## src/verilog/exec_pkg.sv

```systemverilog
// Package with encodings, flag positions and reset values for the executor
package exec_pkg;

    // ------------------------------------------------------------------
    // Instruction encodings
    // ------------------------------------------------------------------
    localparam logic [11:0] SLEEP_OPCODE  = 12'h003;
    localparam logic [5:0]  SUB_OPCODE    = 6'h02;
    localparam logic [5:0]  SWAP_OPCODE   = 6'h0E;
    localparam int          OPCODE_HI     = 11;
    localparam int          OPCODE_LO     = 6;
    localparam int          DEST_BIT      = 5;
    localparam int          FADDR_HI      = 4;

    // ------------------------------------------------------------------
    // Status flag positions (status byte layout)
    // ------------------------------------------------------------------
    localparam int CARRY_POS   = 0;
    localparam int DIGIT_POS   = 1;
    localparam int ZERO_POS    = 2;
    localparam int POWERDN_POS = 3;
    localparam int TIMEOUT_POS = 4;

    // ------------------------------------------------------------------
    // Reset and clear values
    // ------------------------------------------------------------------
    localparam logic [7:0] WATCHDOG_CLEAR  = 8'h00;
    localparam logic [7:0] PRESCALE_CLEAR  = 8'h00;
    localparam logic [7:0] WORK_RESET      = 8'h00;
    localparam logic [4:0] STATUS_RESET    = 5'h18;

    // ------------------------------------------------------------------
    // Carried types
    // ------------------------------------------------------------------
    typedef struct packed {
        logic       valid;
        logic [11:0] word;
        logic [7:0] file_data;
    } instr_s;

    typedef struct packed {
        logic       file_we;
        logic [4:0] file_addr;
        logic [7:0] file_data;
    } file_wr_s;

    typedef struct packed {
        logic [7:0] result;
        logic       carry;
        logic       digit;
        logic       zero;
    } alu_s;

endpackage

```

## src/verilog/sleep_subtract_swap_exec.sv

```systemverilog
// Executor for power-down, subtract-from-file and nibble-swap instructions
// Operation
// RULE_01: Power-down clears watchdog counter and its prescaler to zero.
// RULE_02: Power-down sets active-low time-out flag to one.
// RULE_03: Power-down clears active-low power-down flag to zero.
// RULE_04: After power-down the oscillator halts; no further instructions run.
// RULE_05: Subtract computes file minus work, updating carry, digit-carry, zero.
// RULE_06: Subtract destination bit 0 writes work, 1 writes file register.
// RULE_07: Nibble swap exchanges the file register nibbles; flags stay unchanged.
// RULE_08: Swap destination bit 0 writes work, 1 writes file register.
// RULE_09: Subtract carry is one without borrow, zero on borrow.
`timescale 1ns/10ps
module sleep_subtract_swap_exec (
    input  wire logic               ref_clk,
    input  wire logic               rst_n,
    input  wire exec_pkg::instr_s   instr_in,
    output exec_pkg::file_wr_s      file_wr,
    output logic [7:0]              work_reg,
    output logic                    carry_flag,
    output logic                    digit_carry_flag,
    output logic                    zero_flag,
    output logic                    timeout_flag_n,
    output logic                    powerdown_flag_n,
    output logic [7:0]              watchdog_counter,
    output logic [7:0]              watchdog_prescaler,
    output logic                    osc_run,
    output logic                    asleep
);

    // ------------------------------------------------------------------
    // Decode
    // ------------------------------------------------------------------
    typedef enum {RUNNING, SLEEPING} core_state_e;
    core_state_e state_reg;

    logic        is_sleep;
    logic        is_sub;
    logic        is_swap;
    logic        dest_file;
    logic        go;
    exec_pkg::alu_s alu;

    // Nothing is accepted once asleep; wake-up belongs elsewhere
    assign go        = instr_in.valid && (state_reg == RUNNING); // RULE_04
    assign is_sleep  = go && (instr_in.word == exec_pkg::SLEEP_OPCODE);
    assign is_sub    = go && (instr_in.word[exec_pkg::OPCODE_HI:
                        exec_pkg::OPCODE_LO] == exec_pkg::SUB_OPCODE);
    assign is_swap   = go && (instr_in.word[exec_pkg::OPCODE_HI:
                        exec_pkg::OPCODE_LO] == exec_pkg::SWAP_OPCODE);
    assign dest_file = instr_in.word[exec_pkg::DEST_BIT];

    sub_swap_alu u_alu (
        .file_val (instr_in.file_data),
        .work_val (work_reg),
        .do_swap  (is_swap),
        .alu_out  (alu)
    );

    // ------------------------------------------------------------------
    // Core run state
    // ------------------------------------------------------------------
    always_ff @(posedge ref_clk or negedge rst_n) begin
        if (!rst_n) begin
            state_reg <= RUNNING;
            osc_run   <= 1'b1;
            asleep    <= 1'b0;
        end else if (is_sleep) begin
            state_reg <= SLEEPING; // RULE_04
            osc_run   <= 1'b0;     // RULE_04
            asleep    <= 1'b1;
        end
    end

    // ------------------------------------------------------------------
    // Watchdog and prescaler clear
    // ------------------------------------------------------------------
    // The watchdog's own oscillator is not modelled: counting follows the
    // core clock and stops with it, so the cleared value holds while asleep
    always_ff @(posedge ref_clk or negedge rst_n) begin
        if (!rst_n) begin
            watchdog_counter   <= exec_pkg::WATCHDOG_CLEAR;
            watchdog_prescaler <= exec_pkg::PRESCALE_CLEAR;
        end else if (is_sleep) begin
            watchdog_counter   <= exec_pkg::WATCHDOG_CLEAR; // RULE_01
            watchdog_prescaler <= exec_pkg::PRESCALE_CLEAR; // RULE_01
        end else if (state_reg == RUNNING) begin
            watchdog_prescaler <= 8'(watchdog_prescaler + 8'h01);
            // Counter steps once per full prescaler wrap
            if (&watchdog_prescaler) begin
                watchdog_counter <= 8'(watchdog_counter + 8'h01);
            end
        end
    end

    // ------------------------------------------------------------------
    // Status flags
    // ------------------------------------------------------------------
    always_ff @(posedge ref_clk or negedge rst_n) begin
        if (!rst_n) begin
            carry_flag       <= exec_pkg::STATUS_RESET[exec_pkg::CARRY_POS];
            digit_carry_flag <= exec_pkg::STATUS_RESET[exec_pkg::DIGIT_POS];
            zero_flag        <= exec_pkg::STATUS_RESET[exec_pkg::ZERO_POS];
            powerdown_flag_n <= exec_pkg::STATUS_RESET[exec_pkg::POWERDN_POS];
            timeout_flag_n   <= exec_pkg::STATUS_RESET[exec_pkg::TIMEOUT_POS];
        end else begin
            if (is_sleep) begin
                timeout_flag_n   <= 1'b1; // RULE_02
                powerdown_flag_n <= 1'b0; // RULE_03
            end
            // Swap leaves every flag alone
            if (is_sub) begin
                carry_flag       <= alu.carry; // RULE_05 RULE_09
                digit_carry_flag <= alu.digit; // RULE_05
                zero_flag        <= alu.zero;  // RULE_05
            end
        end
    end

    // ------------------------------------------------------------------
    // Result delivery
    // ------------------------------------------------------------------
    always_ff @(posedge ref_clk or negedge rst_n) begin
        if (!rst_n) begin
            work_reg <= exec_pkg::WORK_RESET;
        end else if ((is_sub || is_swap) && !dest_file) begin
            work_reg <= alu.result; // RULE_06 RULE_08
        end
    end

    always_ff @(posedge ref_clk or negedge rst_n) begin
        if (!rst_n) begin
            file_wr <= '0;
        end else begin
            file_wr.file_we   <= (is_sub || is_swap)
                                 && dest_file; // RULE_06 RULE_08
            file_wr.file_addr <= instr_in.word[exec_pkg::FADDR_HI:0];
            file_wr.file_data <= alu.result;
        end
    end

endmodule // sleep_subtract_swap_exec

```

## src/verilog/sub_swap_alu.sv

```systemverilog
// Combinational subtract and nibble-swap datapath
`timescale 1ns/10ps
module sub_swap_alu (
    input  wire logic [7:0]   file_val,
    input  wire logic [7:0]   work_val,
    input  wire logic         do_swap,
    output exec_pkg::alu_s    alu_out
);
    logic [8:0] diff;
    logic [4:0] low_diff;

    // Two's complement: f + ~w + 1, carry out is the no-borrow indication
    assign diff     = {1'b0, file_val} + {1'b0, ~work_val} + 9'h001; // RULE_05
    assign low_diff = {1'b0, file_val[3:0]} + {1'b0, ~work_val[3:0]}
                      + 5'h01;

    always_comb begin
        if (do_swap) begin
            alu_out.result = {file_val[3:0], file_val[7:4]}; // RULE_07
        end else begin
            alu_out.result = diff[7:0];
        end
        alu_out.carry = diff[8]; // RULE_09
        alu_out.digit = low_diff[4];
        alu_out.zero  = (diff[7:0] == 8'h00);
    end
endmodule // sub_swap_alu
```

## config.mk

```make
export PLATFORM = sky130hd
export DESIGN_NAME = sleep_subtract_swap_exec
export DESIGN_NICKNAME = d
export VERILOG_FILES = /design/src/verilog/exec_pkg.sv /design/src/verilog/sleep_subtract_swap_exec.sv /design/src/verilog/sub_swap_alu.sv
export SDC_FILE = /design/constraint.sdc
export NUM_CORES = 1
export LEC_CHECK = 0
export ABC_AREA = 0
export BUFFER_PORTS_ARGS = -buffer_cell sky130_fd_sc_hd__buf_4
export CAP_MARGIN = 0
export CORE_MARGIN = 5
export CORE_UTILIZATION = 30
export CTS_CLUSTER_SIZE = 10
export DETAILED_ROUTE_END_ITERATION = 12
export REMOVE_ABC_BUFFERS = 1
export SLEW_MARGIN = 20
export SYNTH_ARGS = -nofsm -noshare
export SYNTH_HDL_FRONTEND = slang
export SYNTH_SLANG_ARGS = --single-unit
```

## constraint.sdc

```tcl
create_clock -name ref_clk -period 3.65 [get_ports ref_clk]
set_input_delay 0.73 -clock ref_clk [delete_from_list [all_inputs] [get_ports ref_clk]]
set_output_delay 0.73 -clock ref_clk [all_outputs]
set_load 0.02 [all_outputs]
```

Yosys cells after proc, flatten, opt, wreduce, memory -nomap -nowiden. Index checks and enable logic that the tools add are counted.

Bits of input ports: 23. Bits in registers: 43.

Eq/ne operators: 3. Reduce and logical (&&, ||, !) cells: 14. Bitwise operators: 2. Add/subtract/negate cells: 6. Mux-type cells: 6.

Operators by type and width (number): 8-bit two-way mux (6); 32-bit zero test (1); 8-bit by 1-bit adder with 8-bit output (second input constant) (2); 12-bit by 2-bit == test with 1-bit output (second input constant) (1); 8-bit by 8-bit adder with 9-bit output (1); 9-bit by 1-bit adder with 9-bit output (second input constant) (1); 8-bit zero test (1); 8-bit inverter (1); 8-bit AND reduction (1); 6-bit by 2-bit == test with 1-bit output (second input constant) (1); 6-bit by 4-bit == test with 1-bit output (second input constant) (1); 1-bit logical AND (6); 4-bit by 4-bit adder with 5-bit output (1); 5-bit by 1-bit adder with 5-bit output (second input constant) (1); 4-bit inverter (1); 2-bit nonzero test (2); 2-bit AND reduction (1); 1-bit zero test (1); 1-bit logical OR (1).

Longest topological paths before layout. Gate-level depths: netlist of the first run.

Word-level depth: 5. Depth in mapped cells: 9. Depth with buffers taken out: 9.

By module. A second synthesis of the first run with hierarchy kept.

Cells, all modules: 205. Area total of the unflattened synthesis: 2284.7 um^2.

Modules (own cells, without submodules): sleep_subtract_swap_exec (cells an instance 139, instances 1, area each 1808.0 um^2); sub_swap_alu (cells an instance 66, instances 1, area each 476.7 um^2).

Worst setup path before layout of the first run. Ideal clock, no wire load.

Kind: input to register. Start point: input port instr_in[0] in the netlist's numbering. End point: register work_reg[4]. Path slack: 1.281 ns. Data arrival time: 2.245 ns. Buffers on the path: 0. Library setup time: 0.125 ns. Stages: 9. Data required time: 3.525 ns. Path through: inv_1 ha_1 fa_1 nor2b_1 o21ai_0 nand2b_1 xor2_1 mux2_4 mux2_2.

RTL lines: start: declaration (RTL line sleep_subtract_swap_exec.sv:16) `input wire exec_pkg::instr_s instr_in,`; end signal: assignment (RTL line sleep_subtract_swap_exec.sv:124) `work_reg <= exec_pkg::WORK_RESET;`; end signal: assignment (RTL line sleep_subtract_swap_exec.sv:126) `work_reg <= alu.result;`; end: declaration (RTL line sleep_subtract_swap_exec.sv:18) `output logic [7:0] work_reg,`.

Worst setup path in the final report of the first run.
Start point: input port instr_in[0] in the netlist's numbering. End point: register zero_flag.

Cells in the longest elaborated chain, start to end: 3.

Ends and longest elaborated chain: 8-bit by 8-bit adder with 9-bit output (RTL line sub_swap_alu.sv:13) `assign diff = {1'b0, file_val} + {1'b0, ~work_val} + 9'h001;`; 9-bit by 1-bit adder with 9-bit output (RTL line sub_swap_alu.sv:13); 8-bit zero test (RTL line sub_swap_alu.sv:25) `alu_out.zero = (diff[7:0] == 8'h00);`; end signal: assignment (RTL line sleep_subtract_swap_exec.sv:102) `zero_flag <= exec_pkg::STATUS_RESET[exec_pkg::ZERO_POS];`; end signal: assignment (RTL line sleep_subtract_swap_exec.sv:114) `zero_flag <= alu.zero;`; end: declaration (RTL line sleep_subtract_swap_exec.sv:21) `output logic zero_flag,`.

No other way between the ends. A chain may end at the register's enable or synchronous reset.

==> results.cfg, run 1 <==
[finish]
drive_above_1_share_pct = 33.8
fin_cells = 365
multiInputGateArea_um2 = 993
final_cell_mix = 68 x buf_4, 42 x dfrtp_1, 25 x nor2_1, 12 x xor2_1, 11 x nand2_1
final_common_cell = buf_4
fin_area_um2 = 2860
seqCellArea_um2 = 1080
largest_register = file_wr
final_util_pct = 41.6
nFillCells = 692
final_nets = 302
largest_reg_flops = 14
diodes = 0
syn_to_final_growth_pct = 32.8

[sta]
setup_viol = 0
clock.fmax_ghz = 0.423
slew_headroom_pct = 63.4
finalCriticalPeriod_ps = 2360
fin_setup_tns_ps = 0
finClkSkew_ps = 8.30
hold_viol_final = 0
worst_pin_slew_ps = 549
grt_setup_unrepaired = no
final_max_slew_viol_count = 0
fin_crit_sh_pct = 64.8

[synth]
muxShareOfSynthArea_pct = 6.05
postSynth.asyncResetShare_pct = 100
yosysTopAreaCellShare_pct = 48.9
synthCells = 200
synth_top_area_cell = dfrtp_1
synth.distinct_cells = 44
synth_simple_gate_area_share_pct = 18.3
ys.flop_type = dfrtp_1
synth_top_family_by_area = simple AND/OR/NAND/NOR gates
ys_top_cells_by_area = dfrtp_1 49%, ha_1 5.8%, xor2_1 4.9%
synth_compound_area_share_pct = 8.44
syn-cell-area_um2 = 2150
yosys_register_bits = 43
syn_avg_cell_area_um2 = 10.8
synth-adder-area-share_pct = 6.75
synth_warnings = 0
synth-seq-area-share_pct = 50.1
synth-edff-count = 0
synth_xor_area_share_pct = 6.52

[cts]
htreeDepth = 2
ctsHoldBuffers = 0
cts.sinks = 43
cts-root-buf = clkbuf_8
numCtsBuffers = 5
clkTransAtPathRegs_ps = 80
cts_resized = 0
clk_latency_ps = 290
post_cts_buffers = 0
cts_buffer_depth = 2
tritoncts = yes

[worst_setup_path]
cp_data_required_time_ps = 3880
cp_cell_sequence = buf_4 > inv_1 > ha_1 > fa_1 > nor2b_1 > o31ai_1 > a21oi_1 > xnor2_1 > nor4b_1 > a32o_1
cpPeakStageDelay_ps = 410
path_buf_inv = 2
arrival_ps = 2600
rr_worst_depth = 8
crit_type = input pin to flip-flop
path_max_fanout = 2
cpMaxStageDelayCell = fa_1
crit_family = adder cells
start_kind = input pin
end_kind = flip-flop
cp_num_cells = 10

[pwr]
p_leak_nw = 1.39
total_power_w = 0.00167
vdd_drop_max_mv = 0.237
p_per_area_nw_per_um2 = 584

[route]
drc = 0
via_count = 1664
wl_um = 4940
first_pass_iters = 4
first_iter_violations = 34
ant_nets = 0
viasPerCell = 4.56
wire_per_inst_um = 13.5

[run]
cap_violations = 0

[grt]
grt.overflow.total = 0
grt_pass1_vias = 1649
grt_max_degree = 44
antenna_found_initial = 0
grt_use_total_pct = 11.7
grt_pass1_wl_um = 8020

[worst_hold_path]
hp-class = input pin to async pin

[die]
design.die.area_um2 = 8960
die_h_um = 94.7
dieWidth_um = 94.7
num_rows = 30
pin_count = 68
initial_core_util_pct = 31.3
core_um2 = 6870

[place]
dpl.hpwl_um = 3930
port-buffer-count = 66
dpl_cell_area_um2 = 2740
gp_congestion = 0.883
placed_cells = 357

[status]
status = finished, final reports clean
==> per-stage QoR <==
step	setup WS, ps	hold WS (ps)
5_1_grt	1120	465
3_3_place_gp	1050	473
2_1_floorplan	1280	434
6_report	1290	423
4_1_cts	1300	439
3_5_place_dp	981	469
==> area by class of cell <==
type / instances / area share [%]
Tap cell: 96 / 4.20
Multi-Input combinational cell: 140 / 34.8
Sequential cell: 43 / 37.7
Clock inverter: 2 / 1.23
Clock buffer: 6 / 2.89
Inverter: 10 / 1.31
Timing Repair Buffer: 68 / 17.9
==> routing by layer <==
| metal | wire length, um | share of wire [%] | up-vias | global-route usage (%) |
|---|---|---|---|---|
| met3 | 264 | 5.3 | 6 | 3.19 |
| li1 | - | - | 827 | - |
| met5 | 0 | 0 | - | 0 |
| met4 | 38 | 0.77 | 0 | 3.37 |
| met1 | 2070 | 42 | 787 | 13.7 |
| met2 | 2570 | 52 | 44 | 20.7 |
==> worst register-to-register path: cells and delay by family (launching register included) <==
family / cells / cell delay (ps)
compound gates: 3 / 510
xor+xnor: 1 / 170
flops: 1 / 410
simple gates: 2 / 440
fa+ha+maj: 2 / 640
==> kinds of logic (layout without fill, tap and decap cells) <==
family | after synthesis | after routing
compound gates | 28 | 28
xor+xnor | 16 | 16
fa+ha+maj | 11 | 11
buf+inv | 17 | 86
flops | 43 | 43
mux | 11 | 11
other cells | 1 | 1
simple gates | 73 | 73
==> final timing paths <==
check                                 start               end  slack, ps
max in group asynchronous             rst_n       file_wr[10]       2850
hold / removal                        rst_n        file_wr[1]        420
setup reg to reg                work_reg[0]         zero_flag       1430
min in group ref_clk       digit_carry_flag  digit_carry_flag        490
hold reg to reg            digit_carry_flag  digit_carry_flag        490
setup / recovery                instr_in[0]         zero_flag       1290
==> Yosys cell counts, drive strengths merged, types with 3 or more instances <==
cell type / number
mux2: 10
buf: 5
xnor2: 4
ha: 10
o21ai: 6
nand4: 5
nand3: 5
nor2: 25
nor3: 5
xor2: 12
o21a: 5
or2: 3
nand2: 11
o31ai: 4
dfrtp: 42
a21oi: 6
inv: 10
nor2b: 4
and3: 3
==> power by group <==
group	switching, W	internal (W)	total, W
clock network	0.000157	0.000221	0.000379
registers	0.0000812	0.000578	0.000659
logic	0.000340	0.000291	0.000631
total	0.000579	0.00109	0.00167
Power figures use the tool's default switching activity.
==> inputs of run 2 (changes only) <==
- clock period: 3.65 -> 2.42 ns (I/O delays scaled with it)
==> run 2 against run 1 <==
Cell count increased by 0.27%. Sequential share of layout area decreased by 0.099 points. Clock power increased by 53%. Die area unchanged. Largest cell class unchanged. Critical path type is now flip-flop to flip-flop. Clock skew decreased by 2.7 ps. Highest routed layer unchanged.
==> results.cfg, run 2 (synthesized netlist as in run 1, its figures left out) <==
[grt]
grt_use_total_pct = 11.8
antenna_found_initial = 0
grt_pass1_vias = 1669
grt.overflow.total = 0
grt_max_degree = 44
grt_pass1_wl_um = 8140

[finish]
final_cell_mix = 69 x buf_4, 42 x dfrtp_1, 25 x nor2_1, 12 x xor2_1, 11 x nand2_1
drive_above_1_share_pct = 34.1
largest_register = file_wr
syn_to_final_growth_pct = 33.2
diodes = 0
final_util_pct = 41.7
fin_cells = 366
largest_reg_flops = 14
final_common_cell = buf_4
final_nets = 303

[status]
status = finished, final reports clean

[worst_setup_path]
r2r_start = work_reg[0]
start_kind = flip-flop
path_max_fanout = 3
arrival_ps = 2430
rr_worst_depth = 8
end_kind = flip-flop
reg2reg_slack_ps = 230
cp_data_required_time_ps = 2650
crit_type = flip-flop to flip-flop
worstReg2RegEnd = zero_flag
cpPeakStageDelay_ps = 420
path_buf_inv = 0
cpMaxStageDelayCell = fa_1
cp_cell_sequence = ha_1 > fa_1 > nor2b_1 > o31ai_1 > a21oi_1 > xnor2_1 > nor4b_1 > a32o_1
crit_family = adder cells

[sta]
grt_setup_unrepaired = no
hold_viol_final = 0
setup_ws_ps = 228
finClkSkew_ps = 5.61
worst_pin_slew_ps = 565
final_max_slew_viol_count = 0
fin_crit_sh_pct = 90.6
fin_setup_tns_ps = 0
slew_headroom_pct = 62.3
finalCriticalPeriod_ps = 2190
clock.fmax_ghz = 0.456
setup_viol = 0

[route]
via_count = 1689
wire_per_inst_um = 13.9
first_iter_violations = 37
drc = 0
wl_um = 5100
viasPerCell = 4.61
first_pass_iters = 4
ant_nets = 0

[cts]
post_cts_buffers = 0
cts_buffer_depth = 2
ctsHoldBuffers = 0
clkTransAtPathRegs_ps = 80
cts_resized = 0
clk_latency_ps = 290
numCtsBuffers = 5
cts.sinks = 43
tritoncts = yes
cts-root-buf = clkbuf_8
htreeDepth = 2

[pwr]
vdd_drop_max_mv = 0.407
p_per_area_nw_per_um2 = 880
p_leak_nw = 1.40
total_power_w = 0.00252

[die]
initial_core_util_pct = 31.3
num_rows = 30
design.die.area_um2 = 8960
die_h_um = 94.7
pin_count = 68
core_um2 = 6870
dieWidth_um = 94.7

[worst_hold_path]
hp-class = input pin to async pin

[place]
gp_congestion = 0.873
port-buffer-count = 66
dpl.hpwl_um = 3930
post-place-ws_ps = 9.33
placed_cells = 358

[run]
cap_violations = 0
## run 2: layout make-up
type                    instances  area (um^2)
fillers                       695         4010
flip-flops and latches         43         1080
multi-input cells             140          993
repair buffers                 69          518
well taps                      96          120
clock buffers                   6         82.6
inverters                      10         37.5
clock inverters                 2         35.0
## run 2: per-stage QoR
stage                     hold slack (ps)  instance area (um^2)
after floorplan                       188                  2110
after CTS                             196                  2860
after detailed placement              481                  2750
final                                 170                  2860
after global routing                  217                  2860
after global placement                476                  2750
## run 2: routing by layer
metal / GRT usage (%) / share of wire [%] / vias up
met5: 0 / 0 / -
met4: 3.61 / 1.3 / 0
met3: 3.59 / 5.4 / 7
met2: 19.8 / 51 / 48
met1: 14.6 / 42 / 808
li1: - / - / 826
## run 2: worst register-to-register path, delay by kind of cell (launching register included)
family	cells	cell delay (ps)
compound gates	3	490
xor+xnor	1	170
fa+ha+maj	2	640
flops	1	410
simple gates	2	420
## run 2: how the worst max path moves through the flow
stage	start	endpoint	slack, ps	cells after the start
6_report	work_reg[0]	zero_flag	230	8
4_1_cts	work_reg[0]	zero_flag	230	8
3_5_place_dp	instr_in[0]	zero_flag	9	10
3_3_place_gp	instr_in[0]	zero_flag	70	10
5_1_grt	work_reg[0]	zero_flag	140	8
2_1_floorplan	work_reg[1]	zero_flag	280	8
## run 2: power breakdown
group / switching [W] / internal (W) / total [W] / leakage, nW
Clock: 0.000245 / 0.000334 / 0.000579 / 0.0612
Combinational: 0.000516 / 0.000440 / 0.000956 / 0.787
Sequential: 0.000116 / 0.000871 / 0.000987 / 0.546
Total: 0.000877 / 0.00165 / 0.00252 / 1.40
==> inputs of run 3 (changes only) <==
- SYNTH_HIERARCHICAL: not set -> 1
==> run 3 against run 2 <==
Sequential share of layout area decreased by 1.7 points. Largest cell class is now multi-input gates. Clock power fell by 22%. Via count up 6.4%. First-iteration DRC count up 41%.
==> results.cfg, run 3 <==
[route]
wire_per_inst_um = 14.6
viasPerCell = 4.75
first_pass_iters = 4
first_iter_violations = 52
wl_um = 5500
drc = 0
via_count = 1797
ant_nets = 0

[worst_hold_path]
hp-class = input pin to async pin

[sta]
slew_headroom_pct = 63.4
hold_viol_final = 0
finClkSkew_ps = 8.11
finalCriticalPeriod_ps = 2250
setup_viol = 0
fin_crit_sh_pct = 92.9
clock.fmax_ghz = 0.445
worst_pin_slew_ps = 549
final_max_slew_viol_count = 0
fin_setup_tns_ps = 0

[place]
port-buffer-count = 66
placed_cells = 369
dpl_cell_area_um2 = 2910
dpl.hpwl_um = 4240
gp_congestion = 0.880

[finish]
seqCellArea_um2 = 1080
largest_reg_flops = 14
diodes = 0
fin_area_um2 = 3000
fin_cells = 378
syn_to_final_growth_pct = 31.4
final_nets = 312
drive_above_1_share_pct = 37.6
final_cell_mix = 71 x buf_4, 42 x dfrtp_1, 16 x nand2_1, 13 x mux2_2, 11 x inv_1
final_common_cell = buf_4
multiInputGateArea_um2 = 1120
final_util_pct = 40.9
nFillCells = 714
largest_register = file_wr

[pwr]
vdd_drop_max_mv = 0.225
p_leak_nw = 1.36
p_per_area_nw_per_um2 = 817
total_power_w = 0.00245

[grt]
grt_use_total_pct = 12.0
grt_max_degree = 44
antenna_found_initial = 0
grt.overflow.total = 0
grt_pass1_vias = 1808
grt_pass1_wl_um = 9290

[cts]
cts-root-buf = clkbuf_8
numCtsBuffers = 5
cts_resized = 0
htreeDepth = 2
cts_buffer_depth = 2
tritoncts = yes
ctsHoldBuffers = 0
cts.sinks = 43
clkTransAtPathRegs_ps = 90
clk_latency_ps = 290

[die]
design.die.area_um2 = 9460
die_h_um = 97.3
initial_core_util_pct = 31.2
num_rows = 31
pin_count = 68
dieWidth_um = 97.3
core_um2 = 7330

[synth]
syn-cell-area_um2 = 2280
yosysTopAreaCellShare_pct = 46.0
synth.distinct_cells = 56
syn_avg_cell_area_um2 = 11.1
postSynth.asyncResetShare_pct = 100
synth_common_cells = 42 x dfrtp_1, 16 x nand2_1, 13 x mux2_2
synth_warnings = 6
synth-edff-count = 0
synthCells = 205
synth_top_area_cell = dfrtp_1
synth-seq-area-share_pct = 47.2
yosys_register_bits = 43
ys_top_cells_by_area = dfrtp_1 46%, mux2_2 6.4%, ha_1 5.5%
ys.flop_type = dfrtp_1
yosysMostFrequentCell = dfrtp_1

[run]
cap_violations = 0

[worst_setup_path]
critPathLaunch = work_reg[0]
r2r_start = work_reg[0]
path_max_fanout = 3
start_kind = flip-flop
crit_type = flip-flop to flip-flop
end_kind = flip-flop
arrival_ps = 2480
cp_data_required_time_ps = 2650

[status]
status = finished, final reports clean
-- run 3: changes by cell type after synthesis, moves of 5 or more --
cell / previous run / this run
mux2_2: 8 / 13
xor2_1: 12 / 4
nand2_1: 11 / 16
nor2_1: 25 / 9
-- run 3: final timing paths --
path	endpoint	slack, ps	cells past startpoint
worst max-delay path	zero_flag	170	8
worst min-delay path	watchdog_counter[7]	170	1
worst max register to register	zero_flag	170	8
worst min register to register	watchdog_counter[6]	500	1
max in group asynchronous	powerdown_flag_n	1870	1
min in group ref_clk	file_wr[10]	300	1
-- run 3: worst max-delay path, stage by stage, from the launching register on --
cell and delay (ps):
dfrtp_1 400, ha_1 240, fa_1 420, nor2b_1 180, o21a_1 160, o21a_1 150, o221ai_1 130, nor4_1 300
mux2_2 200
-- run 3: where the power goes --
| part | switching [W] | total, W | internal [W] |
|---|---|---|---|
| combinational | 0.000540 | 0.00101 | 0.000467 |
| sequential | 0.000122 | 0.000994 | 0.000871 |
| clock | 0.000251 | 0.000453 | 0.000202 |
| total | 0.000913 | 0.00245 | 0.00154 |
-- run 3: layer usage --
layer / track usage, % / part of all wire (%) / routed length, um
met5: 0 / 0 / 0
met1: 17.0 / 50 / 2750
met2: 16.9 / 41 / 2240
met3: 4.09 / 7.6 / 420
met4: 4.37 / 1.7 / 94
-- run 3: final cells by class --
type                            count  area share (%)
Clock buffer                        6            2.42
Clock inverter                      2           0.417
Inverter                           11            1.38
Multi-Input combinational cell    145            37.3
Sequential cell                    43            35.9
Tap cell                           99            4.13
Timing Repair Buffer               72            18.4
-- run 3: per-stage QoR --
step | hold slack [ps] | setup slack [ps]
2_1_floorplan | 188 | 151
3_3_place_gp | 492 | 39.1
3_5_place_dp | 492 | -13.2
4_1_cts | 197 | 180
5_1_grt | 215 | -2.93
6_report | 169 | 172
-- run 3: cell families after synthesis --
kind of cell | after synthesis | share of synthesized area [%]
AO/OA/AOI/OAI | 39 | 12.2
XOR/XNOR | 8 | 3.07
AND/OR/NAND/NOR | 70 | 19.4
other | 1 | 0.164
multiplexers | 16 | 7.83
buffers and inverters | 17 | 3.78
flip-flops | 43 | 47.2
adder cells (fa/ha/maj) | 11 | 6.35
-- run 3: timing repair --
action                     4_1_cts  5_1_grt
setup endpoints to repair        0        1
hold endpoints to repair         0        0
buffers inserted                 0        1
